<file path="config.mk">
export PLATFORM = sky130hd
export DESIGN_NAME = brb_bank
export DESIGN_NICKNAME = d
export VERILOG_FILES = /design/src/brb_pkg.sv /design/src/brb_bank.sv /design/src/brb_reg.sv
export SDC_FILE = /design/constraint.sdc
export NUM_CORES = 1
export LEC_CHECK = 0
export BUFFER_PORTS_ARGS = -buffer_cell sky130_fd_sc_hd__buf_2
export CAP_MARGIN = 10
export CORE_ASPECT_RATIO = 1.25
export CORE_MARGIN = 2
export CORE_UTILIZATION = 52
export DETAILED_ROUTE_END_ITERATION = 12
export PLACE_DENSITY = 0.8
export SYNTH_ARGS = -nofsm -noshare
export SYNTH_HDL_FRONTEND = slang
export SYNTH_SLANG_ARGS = --single-unit
</file>
<file path="constraint.sdc">
create_clock -name clk_sys -period 2.6 [get_ports clk_sys]
set_input_delay 0.13 -clock clk_sys [delete_from_list [all_inputs] [get_ports clk_sys]]
set_output_delay 0.13 -clock clk_sys [all_outputs]
set_load 0.01 [all_outputs]
</file>
<file path="src/brb_pkg.sv">
// brb_pkg: constants and types for the second special register bank
package brb_pkg;

    localparam int unsigned BRB_ADDR_W = 12;
    localparam int unsigned BRB_IDX_W = 10;
    localparam int unsigned BRB_DATA_W = 32;

    // register indices; byte address is four times the index
    localparam logic [9:0] IDX_INDIRECT_DATA = 10'h100;
    localparam logic [9:0] IDX_TIMER0_COUNT = 10'h101;
    localparam logic [9:0] IDX_PC_LOW = 10'h102;
    localparam logic [9:0] IDX_CORE_FLAGS = 10'h103;
    localparam logic [9:0] IDX_INDIRECT_PTR = 10'h104;
    localparam logic [9:0] IDX_PORT_LATCH = 10'h105;
    localparam logic [9:0] IDX_NEGEDGE_EN = 10'h108;
    localparam logic [9:0] IDX_PC_HIGH = 10'h10A;
    localparam logic [9:0] IDX_INT_CTRL = 10'h10B;
    localparam logic [9:0] IDX_PULLUP_EN = 10'h10C;
    localparam logic [9:0] IDX_SLEW_CTRL = 10'h10D;
    localparam logic [9:0] IDX_RESET_CAUSE = 10'h10F;
    localparam logic [9:0] IDX_T2_COUNT = 10'h110;
    localparam logic [9:0] IDX_T2_PERIOD = 10'h111;
    localparam logic [9:0] IDX_T2_CTRL = 10'h112;
    localparam logic [9:0] IDX_LT_COUNT = 10'h113;
    localparam logic [9:0] IDX_LT_PERIOD = 10'h114;
    localparam logic [9:0] IDX_LT_CTRL = 10'h115;
    localparam logic [9:0] IDX_LT_RSEL = 10'h116;
    localparam logic [9:0] IDX_PORT_DIR = 10'h085;
    localparam logic [9:0] IDX_EVT_STATUS = 10'h120;
    localparam logic [9:0] IDX_EVT_CLEAR = 10'h121;
    localparam logic [9:0] IDX_EVT_ENABLE = 10'h122;

    // writable bit masks
    localparam logic [7:0] MASK_ALL = 8'hFF;
    localparam logic [7:0] MASK_PORT6 = 8'h37;
    localparam logic [7:0] MASK_SIX = 8'h3F;
    localparam logic [7:0] MASK_PC_HIGH = 8'h1F;
    localparam logic [7:0] MASK_INT_HI = 8'hFE;
    localparam logic [7:0] MASK_SLEW = 8'h05;
    localparam logic [7:0] MASK_RESET_CAUSE = 8'h03;
    localparam logic [7:0] MASK_TCTRL = 8'h7F;
    localparam logic [7:0] MASK_LT_RSEL = 8'h1F;
    localparam logic [7:0] MASK_CORE_RW = 8'hE7;
    localparam logic [7:0] MASK_BANK_SEL = 8'hE0;
    localparam logic [2:0] MASK_EVT = 3'h7;

    // reset values
    localparam logic [7:0] RST_ZERO = 8'h00;
    localparam logic [7:0] RST_ONES = 8'hFF;
    localparam logic [7:0] RST_PORT_DIR = 8'h3F;
    localparam logic [7:0] RST_CORE_POR = 8'h18;

    // field positions
    localparam int unsigned BIT_PIN3_DIR = 3;
    localparam int unsigned BIT_TIMEOUT = 4;
    localparam int unsigned BIT_POWERDOWN = 3;
    localparam int unsigned BIT_CHANGE_FLAG = 0;
    localparam int unsigned EVT_CHANGE = 0;
    localparam int unsigned EVT_WATCHDOG = 1;
    localparam int unsigned EVT_PIN_RESET = 2;

    typedef struct packed {
        logic [7:0] timer0_count;
        logic [7:0] pc_low;
        logic [7:0] core_flags;
        logic [7:0] indirect_ptr;
        logic [7:0] port_latch;
        logic [7:0] port_dir;
        logic [7:0] negedge_en;
        logic [7:0] pc_high;
        logic [7:0] int_ctrl;
        logic [7:0] pullup_en;
        logic [7:0] slew_ctrl;
        logic [7:0] reset_cause;
        logic [7:0] t2_count;
        logic [7:0] t2_period;
        logic [7:0] t2_ctrl;
        logic [7:0] lt_count;
        logic [7:0] lt_period;
        logic [7:0] lt_ctrl;
        logic [7:0] lt_rsel;
    } brb_regs_t;

endpackage : brb_pkg

</file>
<file path="src/brb_bank.sv">
// brb_bank: second special register bank behind an APB slave
//
// How it works
// - pin and watchdog resets load other-reset values, except into keep-on-other registers
// - port latch survives pin and watchdog resets
// - change flag clears on reset, re-sets on mismatch
// - pin 3 direction bit always reads one
// - pc high buffer: five bits, reset zero
// - limit timer count resets to zero always
// - limit timer period resets to all ones
//
// The APB interface to the registers is this design's own decision.
module brb_bank (
    input wire logic clk_sys,
    input wire logic rst_n,
    input wire logic psel,
    input wire logic penable,
    input wire logic pwrite,
    input wire logic [brb_pkg::BRB_ADDR_W-1:0] paddr,
    input wire logic [brb_pkg::BRB_DATA_W-1:0] pwdata,
    output logic [brb_pkg::BRB_DATA_W-1:0] prdata,
    output logic pready,
    output logic pslverr,
    input wire logic ext_reset_pin_n,
    input wire logic watchdog_timeout,
    input wire logic change_mismatch,
    output brb_pkg::brb_regs_t regs,
    output logic irq
);
    import brb_pkg::*;

    logic [1:0] pin_sync_q;
    logic [1:0] mismatch_sync_q;
    logic pin_reset;
    logic mismatch;
    logic other_rst;
    logic [BRB_IDX_W-1:0] idx;
    logic wr_fire;
    logic [7:0] wdat;
    logic [7:0] rd_d;
    logic pready_q;
    logic [BRB_DATA_W-1:0] prdata_q;
    logic pslverr_q;
    logic [7:0] core_flags_q;
    logic change_flag_q;
    logic [2:0] evt_status_q;
    logic [2:0] evt_enable_q;
    logic irq_q;
    logic [7:0] int_hi;
    logic [2:0] evt_set;

    // pin-side levels pass two flops before use
    always_ff @(posedge clk_sys or negedge rst_n) begin
        if (!rst_n) begin
            pin_sync_q <= 2'b11;
            mismatch_sync_q <= 2'b00;
        end else begin
            pin_sync_q <= {pin_sync_q[0], ext_reset_pin_n};
            mismatch_sync_q <= {mismatch_sync_q[0], change_mismatch};
        end
    end

    assign pin_reset = ~pin_sync_q[1];
    assign mismatch = mismatch_sync_q[1];
    assign other_rst = pin_reset | watchdog_timeout;

    // apb decode: index is word address, low two bits ignored
    assign idx = paddr[BRB_ADDR_W-1:2];
    // a write that lands during a pin or watchdog reset is dropped
    assign wr_fire = psel & penable & pready_q & pwrite & ~other_rst;
    assign wdat = pwdata[7:0];

    // no wait states: ready rises in the first access cycle
    always_ff @(posedge clk_sys or negedge rst_n) begin
        if (!rst_n) begin
            pready_q <= 1'b0;
        end else begin
            pready_q <= psel & ~penable;
        end
    end

    always_ff @(posedge clk_sys or negedge rst_n) begin
        if (!rst_n) begin
            prdata_q <= '0;
        end else if (psel & ~penable) begin
            prdata_q <= {{(BRB_DATA_W-8){1'b0}}, rd_d};
        end
    end

    always_ff @(posedge clk_sys or negedge rst_n) begin
        if (!rst_n) begin
            pslverr_q <= 1'b0;
        end else begin
            pslverr_q <= 1'b0;
        end
    end

    assign prdata = prdata_q;
    assign pready = pready_q;
    assign pslverr = pslverr_q;

    // plain registers; x and u entries become zero at power-up and hold
    brb_reg #(.POR_VAL(RST_ZERO), .OTHER_VAL(RST_ZERO), .KEEP_ON_OTHER(1'b1),
        .WMASK(MASK_ALL)) u_timer0 (.clk_sys(clk_sys), .rst_n(rst_n),
        .other_rst(other_rst), .wr_en(wr_fire && idx == IDX_TIMER0_COUNT),
        .wr_data(wdat), .value_q(regs.timer0_count));

    brb_reg #(.POR_VAL(RST_ZERO), .OTHER_VAL(RST_ZERO), .KEEP_ON_OTHER(1'b0),
        .WMASK(MASK_ALL)) u_pc_low (.clk_sys(clk_sys), .rst_n(rst_n),
        .other_rst(other_rst), .wr_en(wr_fire && idx == IDX_PC_LOW),
        .wr_data(wdat), .value_q(regs.pc_low));

    brb_reg #(.POR_VAL(RST_ZERO), .OTHER_VAL(RST_ZERO), .KEEP_ON_OTHER(1'b1),
        .WMASK(MASK_ALL)) u_ind_ptr (.clk_sys(clk_sys), .rst_n(rst_n),
        .other_rst(other_rst), .wr_en(wr_fire && idx == IDX_INDIRECT_PTR),
        .wr_data(wdat), .value_q(regs.indirect_ptr));

    brb_reg #(.POR_VAL(RST_ZERO), .OTHER_VAL(RST_ZERO), .KEEP_ON_OTHER(1'b1),
        .WMASK(MASK_PORT6)) u_port_latch (.clk_sys(clk_sys), .rst_n(rst_n),
        .other_rst(other_rst), .wr_en(wr_fire && idx == IDX_PORT_LATCH),
        .wr_data(wdat), .value_q(regs.port_latch));

    brb_reg #(.POR_VAL(RST_PORT_DIR), .OTHER_VAL(RST_PORT_DIR), .KEEP_ON_OTHER(1'b0),
        .WMASK(MASK_SIX)) u_port_dir (.clk_sys(clk_sys), .rst_n(rst_n),
        .other_rst(other_rst), .wr_en(wr_fire && idx == IDX_PORT_DIR),
        .wr_data(wdat), .value_q(regs.port_dir));

    brb_reg #(.POR_VAL(RST_ZERO), .OTHER_VAL(RST_ZERO), .KEEP_ON_OTHER(1'b0),
        .WMASK(MASK_SIX)) u_negedge (.clk_sys(clk_sys), .rst_n(rst_n),
        .other_rst(other_rst), .wr_en(wr_fire && idx == IDX_NEGEDGE_EN),
        .wr_data(wdat), .value_q(regs.negedge_en));

    brb_reg #(.POR_VAL(RST_ZERO), .OTHER_VAL(RST_ZERO), .KEEP_ON_OTHER(1'b0),
        .WMASK(MASK_PC_HIGH)) u_pc_high (.clk_sys(clk_sys), .rst_n(rst_n),
        .other_rst(other_rst), .wr_en(wr_fire && idx == IDX_PC_HIGH),
        .wr_data(wdat), .value_q(regs.pc_high));

    brb_reg #(.POR_VAL(RST_ZERO), .OTHER_VAL(RST_ZERO), .KEEP_ON_OTHER(1'b0),
        .WMASK(MASK_INT_HI)) u_int_hi (.clk_sys(clk_sys), .rst_n(rst_n),
        .other_rst(other_rst), .wr_en(wr_fire && idx == IDX_INT_CTRL),
        .wr_data(wdat), .value_q(int_hi));

    brb_reg #(.POR_VAL(RST_ZERO), .OTHER_VAL(RST_ZERO), .KEEP_ON_OTHER(1'b0),
        .WMASK(MASK_SIX)) u_pullup (.clk_sys(clk_sys), .rst_n(rst_n),
        .other_rst(other_rst), .wr_en(wr_fire && idx == IDX_PULLUP_EN),
        .wr_data(wdat), .value_q(regs.pullup_en));

    brb_reg #(.POR_VAL(RST_ZERO), .OTHER_VAL(RST_ZERO), .KEEP_ON_OTHER(1'b0),
        .WMASK(MASK_SLEW)) u_slew (.clk_sys(clk_sys), .rst_n(rst_n),
        .other_rst(other_rst), .wr_en(wr_fire && idx == IDX_SLEW_CTRL),
        .wr_data(wdat), .value_q(regs.slew_ctrl));

    brb_reg #(.POR_VAL(RST_ZERO), .OTHER_VAL(RST_ZERO), .KEEP_ON_OTHER(1'b1),
        .WMASK(MASK_RESET_CAUSE)) u_rcause (.clk_sys(clk_sys), .rst_n(rst_n),
        .other_rst(other_rst), .wr_en(wr_fire && idx == IDX_RESET_CAUSE),
        .wr_data(wdat), .value_q(regs.reset_cause));

    brb_reg #(.POR_VAL(RST_ZERO), .OTHER_VAL(RST_ZERO), .KEEP_ON_OTHER(1'b0),
        .WMASK(MASK_ALL)) u_t2_count (.clk_sys(clk_sys), .rst_n(rst_n),
        .other_rst(other_rst), .wr_en(wr_fire && idx == IDX_T2_COUNT),
        .wr_data(wdat), .value_q(regs.t2_count));

    brb_reg #(.POR_VAL(RST_ONES), .OTHER_VAL(RST_ONES), .KEEP_ON_OTHER(1'b0),
        .WMASK(MASK_ALL)) u_t2_period (.clk_sys(clk_sys), .rst_n(rst_n),
        .other_rst(other_rst), .wr_en(wr_fire && idx == IDX_T2_PERIOD),
        .wr_data(wdat), .value_q(regs.t2_period));

    brb_reg #(.POR_VAL(RST_ZERO), .OTHER_VAL(RST_ZERO), .KEEP_ON_OTHER(1'b0),
        .WMASK(MASK_TCTRL)) u_t2_ctrl (.clk_sys(clk_sys), .rst_n(rst_n),
        .other_rst(other_rst), .wr_en(wr_fire && idx == IDX_T2_CTRL),
        .wr_data(wdat), .value_q(regs.t2_ctrl));

    brb_reg #(.POR_VAL(RST_ZERO), .OTHER_VAL(RST_ZERO), .KEEP_ON_OTHER(1'b0),
        .WMASK(MASK_ALL)) u_lt_count (.clk_sys(clk_sys), .rst_n(rst_n),
        .other_rst(other_rst), .wr_en(wr_fire && idx == IDX_LT_COUNT),
        .wr_data(wdat), .value_q(regs.lt_count));

    brb_reg #(.POR_VAL(RST_ONES), .OTHER_VAL(RST_ONES), .KEEP_ON_OTHER(1'b0),
        .WMASK(MASK_ALL)) u_lt_period (.clk_sys(clk_sys), .rst_n(rst_n),
        .other_rst(other_rst), .wr_en(wr_fire && idx == IDX_LT_PERIOD),
        .wr_data(wdat), .value_q(regs.lt_period));

    brb_reg #(.POR_VAL(RST_ZERO), .OTHER_VAL(RST_ZERO), .KEEP_ON_OTHER(1'b0),
        .WMASK(MASK_TCTRL)) u_lt_ctrl (.clk_sys(clk_sys), .rst_n(rst_n),
        .other_rst(other_rst), .wr_en(wr_fire && idx == IDX_LT_CTRL),
        .wr_data(wdat), .value_q(regs.lt_ctrl));

    brb_reg #(.POR_VAL(RST_ZERO), .OTHER_VAL(RST_ZERO), .KEEP_ON_OTHER(1'b0),
        .WMASK(MASK_LT_RSEL)) u_lt_rsel (.clk_sys(clk_sys), .rst_n(rst_n),
        .other_rst(other_rst), .wr_en(wr_fire && idx == IDX_LT_RSEL),
        .wr_data(wdat), .value_q(regs.lt_rsel));

    // core flags: timeout and power-down bits are not writable
    always_ff @(posedge clk_sys or negedge rst_n) begin
        if (!rst_n) begin
            core_flags_q <= RST_CORE_POR;
        end else if (other_rst) begin
            // bank select clears; arithmetic flags ride through unchanged
            core_flags_q <= core_flags_q & ~MASK_BANK_SEL;
            if (watchdog_timeout) begin
                core_flags_q[BIT_TIMEOUT] <= 1'b0;
            end else begin
                core_flags_q[BIT_TIMEOUT] <= core_flags_q[BIT_TIMEOUT];
            end
        end else if (wr_fire && idx == IDX_CORE_FLAGS) begin
            core_flags_q <= (wdat & MASK_CORE_RW) | (core_flags_q & ~MASK_CORE_RW);
        end
    end

    assign regs.core_flags = core_flags_q;

    // change flag: cleared by any reset, set wins over software clear
    always_ff @(posedge clk_sys or negedge rst_n) begin
        if (!rst_n) begin
            change_flag_q <= 1'b0;
        end else if (other_rst) begin
            change_flag_q <= 1'b0;
        end else if (mismatch) begin
            change_flag_q <= 1'b1;
        end else if (wr_fire && idx == IDX_INT_CTRL) begin
            change_flag_q <= wdat[BIT_CHANGE_FLAG];
        end
    end

    assign regs.int_ctrl = {int_hi[7:1], change_flag_q};

    // sticky event status, write-one clear, set wins
    assign evt_set[EVT_CHANGE] = mismatch & ~change_flag_q & ~other_rst;
    assign evt_set[EVT_WATCHDOG] = watchdog_timeout;
    assign evt_set[EVT_PIN_RESET] = pin_reset;

    always_ff @(posedge clk_sys or negedge rst_n) begin
        if (!rst_n) begin
            evt_status_q <= '0;
        end else if (wr_fire && idx == IDX_EVT_CLEAR) begin
            evt_status_q <= (evt_status_q & ~wdat[2:0]) | evt_set;
        end else begin
            evt_status_q <= evt_status_q | evt_set;
        end
    end

    // enable survives pin resets so a handler can see why it restarted
    always_ff @(posedge clk_sys or negedge rst_n) begin
        if (!rst_n) begin
            evt_enable_q <= '0;
        end else if (wr_fire && idx == IDX_EVT_ENABLE) begin
            evt_enable_q <= wdat[2:0] & MASK_EVT;
        end
    end

    always_ff @(posedge clk_sys or negedge rst_n) begin
        if (!rst_n) begin
            irq_q <= 1'b0;
        end else begin
            irq_q <= |((evt_status_q | evt_set) & evt_enable_q);
        end
    end

    assign irq = irq_q;

    // read mux; indirect location is not a physical register
    always_comb begin
        rd_d = 8'h00;
        case (idx)
            IDX_TIMER0_COUNT: rd_d = regs.timer0_count;
            IDX_PC_LOW: rd_d = regs.pc_low;
            IDX_CORE_FLAGS: rd_d = core_flags_q;
            IDX_INDIRECT_PTR: rd_d = regs.indirect_ptr;
            IDX_PORT_LATCH: rd_d = regs.port_latch;
            IDX_PORT_DIR: begin
                rd_d = regs.port_dir;
                rd_d[BIT_PIN3_DIR] = 1'b1;
            end
            IDX_NEGEDGE_EN: rd_d = regs.negedge_en;
            IDX_PC_HIGH: rd_d = regs.pc_high;
            IDX_INT_CTRL: rd_d = regs.int_ctrl;
            IDX_PULLUP_EN: rd_d = regs.pullup_en;
            IDX_SLEW_CTRL: rd_d = regs.slew_ctrl;
            IDX_RESET_CAUSE: rd_d = regs.reset_cause;
            IDX_T2_COUNT: rd_d = regs.t2_count;
            IDX_T2_PERIOD: rd_d = regs.t2_period;
            IDX_T2_CTRL: rd_d = regs.t2_ctrl;
            IDX_LT_COUNT: rd_d = regs.lt_count;
            IDX_LT_PERIOD: rd_d = regs.lt_period;
            IDX_LT_CTRL: rd_d = regs.lt_ctrl;
            IDX_LT_RSEL: rd_d = regs.lt_rsel;
            IDX_EVT_STATUS: rd_d = {5'h00, evt_status_q};
            IDX_EVT_ENABLE: rd_d = {5'h00, evt_enable_q};
            default: rd_d = 8'h00;
        endcase
    end

endmodule : brb_bank

</file>
<file path="src/brb_reg.sv">
// brb_reg: one 8-bit control register with two reset classes
module brb_reg #(
    parameter logic [7:0] POR_VAL = 8'h00,
    parameter logic [7:0] OTHER_VAL = 8'h00,
    parameter bit KEEP_ON_OTHER = 1'b0,
    parameter logic [7:0] WMASK = 8'hFF
) (
    input wire logic clk_sys,
    input wire logic rst_n,
    input wire logic other_rst,
    input wire logic wr_en,
    input wire logic [7:0] wr_data,
    output logic [7:0] value_q
);
    always_ff @(posedge clk_sys or negedge rst_n) begin
        if (!rst_n) begin
            value_q <= POR_VAL;
        end else if (other_rst) begin
            // keep-on-other registers ride through pin and watchdog resets
            if (!KEEP_ON_OTHER) begin
                value_q <= OTHER_VAL & WMASK;
            end
        end else if (wr_en) begin
            value_q <= (wr_data & WMASK) | (value_q & ~WMASK);
        end
    end
endmodule : brb_reg

</file>
==> run summary <==
Status = finished clean
Die area = 15,400 µm²
DRT antenna net count = 0
Placeable Area = 14,300 µm²
Io pins = 239
Port buffer count = 157
RSZ-0062 raised after global routing = false
Worst vdd ir = 302 µV
Worst setup margin = 337 ps
Avg WL per Cell = 22.8 µm
Clk root buf = clkbuf_16
Postcts setup bufs = 0
Gr usage total = 32.4%
Max FO, Critical Path = 11
Die extent in y = 138 µm
Post-synthesis sequential area ratio = 47.7%
GP Congestion = 0.995
Clock sink count = 142
Pin count of the biggest net entering global routing = 74
Die X = 112 µm
Slew Viols, Final = 0
Clock skew = 9.06 ps
Starting Density = 52.6%
Max Clock Freq = 442 MHz
Pleak = 4.30 nW
CTS clock-pin slew for the worst setup and hold paths = 60 ps
Antenna diodes = 0
Post-synth EDFFs = 0
Synthesized area per cell = 9.83 µm²
Final hold viol count = 0
Non-Filler Instances = 1,104
Kind of end point of the critical path = flop
Global-route wire length before repair = 38,500 µm
Total CTS buffers = 17
Final core utilization = 61.9%
Max_slew headroom = 45.7%
Worst skew pair latency = 430 ps
Layout net count = 965
CTS tree = done
Hold EP = u_lt_period.value_q[7]
Share of cells above drive strength 1 = 31.7%
GRT overflow = 0
Hold Path Class = input port to flop
Dominant synthesized flop cell = dfrtp_1
Dpl ws = 377 ps
1st-iter DRT viols = 800
Synth Cell Area = 7520 µm²
Setup CP Type = flop to flop
Post-route setup TNS = 0 ps
Fin crit share = 87.0%
Post-Synthesis Cells = 765
Dpl hpwl = 17,500 µm
Cell variety after synth = 64
YS warnings = 0
Vias/cell = 6.31
Worst Max-Slew Pin Slew = 814 ps
Commonest non-fill, non-tap cell in the layout = buf_2
Crit path DAT = 2530 ps
Via count = 6,968
Minimum clock period = 2260 ps
Placed insts = 1,068
Reg2Reg Capture Point = u_negedge.value_q[1]
Wirelength, routed = 25,200 µm
Commonest non-fill, non-tap cells in the layout = buf_2 (156), dfrtp_1 (117), nand2_1 (114), nand3_1 (74), conb_1 (55)
Initial antenna violation count = 0
Asr flop ratio synth = 100%
R2R setup slack = 340 ps
Post-route DRC = 0
Synth Register Bits = 142
Number of global-route vias before repair = 6,620
Depth of the worst register-to-register path = 5
Htree depth = 4
Maxcap violations = 0
Pre-antenna DRT Iters = 7
Hold path startpoint = pwdata[7]
Critical Path RT = 2870 ps
Finish-stage setup viols = 0
Clock Path Buffers = 2
Row count = 49
Pwr/cell area = 539 nW/µm²
Area Overhead vs Synth = 17.7%
Reg-to-reg startpoint = pin_sync_q[1]
Type of origin of the critical path = flop
Hold Path Depth = 3
## how the worst max path moves through the flow
stage | startpoint | slack, ps | endpoint
3_5_place_dp | pin_sync_q[1] | 380 | u_negedge.value_q[1]
4_1_cts | pin_sync_q[1] | 360 | u_negedge.value_q[1]
2_1_floorplan | pin_sync_q[1] | 600 | u_negedge.value_q[1]
5_1_grt | pin_sync_q[1] | 280 | u_negedge.value_q[1]
3_3_place_gp | pin_sync_q[1] | 410 | u_negedge.value_q[1]
6_report | pin_sync_q[1] | 340 | u_negedge.value_q[1]
## cell usage after synthesis (3+ instances only)
cell	instances	area (µm²)
a22oi_1	12	90.1
clkbuf_1	31	116
a21o_1	3	22.5
nor3_1	10	50.1
a22o_1	6	52.6
buf_2	20	100
o22ai_1	3	18.8
inv_1	4	15.0
a2bb2oi_1	3	26.3
dfrtp_1	117	2930
and2_1	4	25.0
o21ai_0	6	30.0
nand2_1	114	428
and3_1	8	50.1
mux2_2	39	439
buf_4	58	435
or4b_1	3	30.0
nand3_1	74	370
buf_1	3	11.3
dfstp_2	25	657
nor2_1	47	176
nand2b_1	3	18.8
a31oi_1	6	37.5
a221oi_1	4	35.0
nor3_2	6	60.1
nor2b_1	5	31.3
mux2i_1	47	470
a41oi_1	3	26.3
a32oi_1	6	52.6
o32a_1	3	30.0
a21oi_1	46	230
## power breakdown
group          internal (mW)  switching, mW
sequential              2.23         0.0167
clock                   1.23          0.913
combinational         0.0936          0.275
total                   3.56           1.21
## cell families (layout without fill, tap and decap cells)
kind of cell | Yosys count | in the layout | synth area share (%)
AO/OA/AOI/OAI | 120 | 120 | 10.9
buffers and inverters | 117 | 225 | 9.17
flip-flops | 142 | 142 | 47.7
multiplexers | 86 | 86 | 12.1
other | 2 | 55 | 0.0999
AND/OR/NAND/NOR | 298 | 298 | 20.0
## through the flow
step           power [mW]  area (µm²)  hold slack [ps]
5_1_grt              4.88        8850             61.5
2_1_floorplan        2.53        7720             -166
3_5_place_dp         2.64        8300              107
4_1_cts              4.76        8850             47.2
6_report             4.77        8850             49.2
3_3_place_gp         2.64        8300              104
## sequential cells by signal, indices dropped and copies added, names as in the netlist, 2 cells and up
register              flops
u_t2_period.value_q       8
u_timer0.value_q          8
u_slew.value_q            2
u_lt_count.value_q        8
u_port_latch.value_q      5
evt_status_q              3
u_t2_ctrl.value_q         7
u_lt_ctrl.value_q         7
mismatch_sync_q           2
u_port_dir.value_q        6
evt_enable_q              3
u_ind_ptr.value_q         8
u_pc_low.value_q          8
core_flags_q              7
u_lt_period.value_q       8
u_t2_count.value_q        8
u_negedge.value_q         6
u_int_hi.value_q          7
prdata                    8
u_pc_high.value_q         5
u_rcause.value_q          2
pin_sync_q                2
u_lt_rsel.value_q         5
u_pullup.value_q          6
## worst max-delay path: stages, from the launching register on
cell and delay (ps):
dfstp_2 550, nand2b_4 60, or2_2 450, or4_1 740, mux2i_1 230, nor2_1 70
## routing by layer
| layer | vias up | global-route usage (%) | wire length, µm |
|---|---|---|---|
| li1 | 2908 | - | - |
| met1 | 3355 | 42.1 | 9050 |
| met2 | 595 | 50.4 | 11800 |
| met3 | 110 | 7.54 | 2930 |
| met4 | 0 | 18.0 | 1380 |
| met5 | - | 0 | 0 |
## area by class of cell
cell class	count	area [µm²]
fill	1198	5440
tap	178	223
clock inverter	7	40.0
timing repair buffer	189	1070
sequential	142	3580
inverter	4	15.0
multi-input combinational	559	3450
clock buffer	25	465
## repair_timing
item	4_1_cts	5_1_grt
endpoints found under the hold margin	51	0
resized for setup	0	0
hold buffers	4	0
No activity file was read; power rests on OpenSTA's default activity.
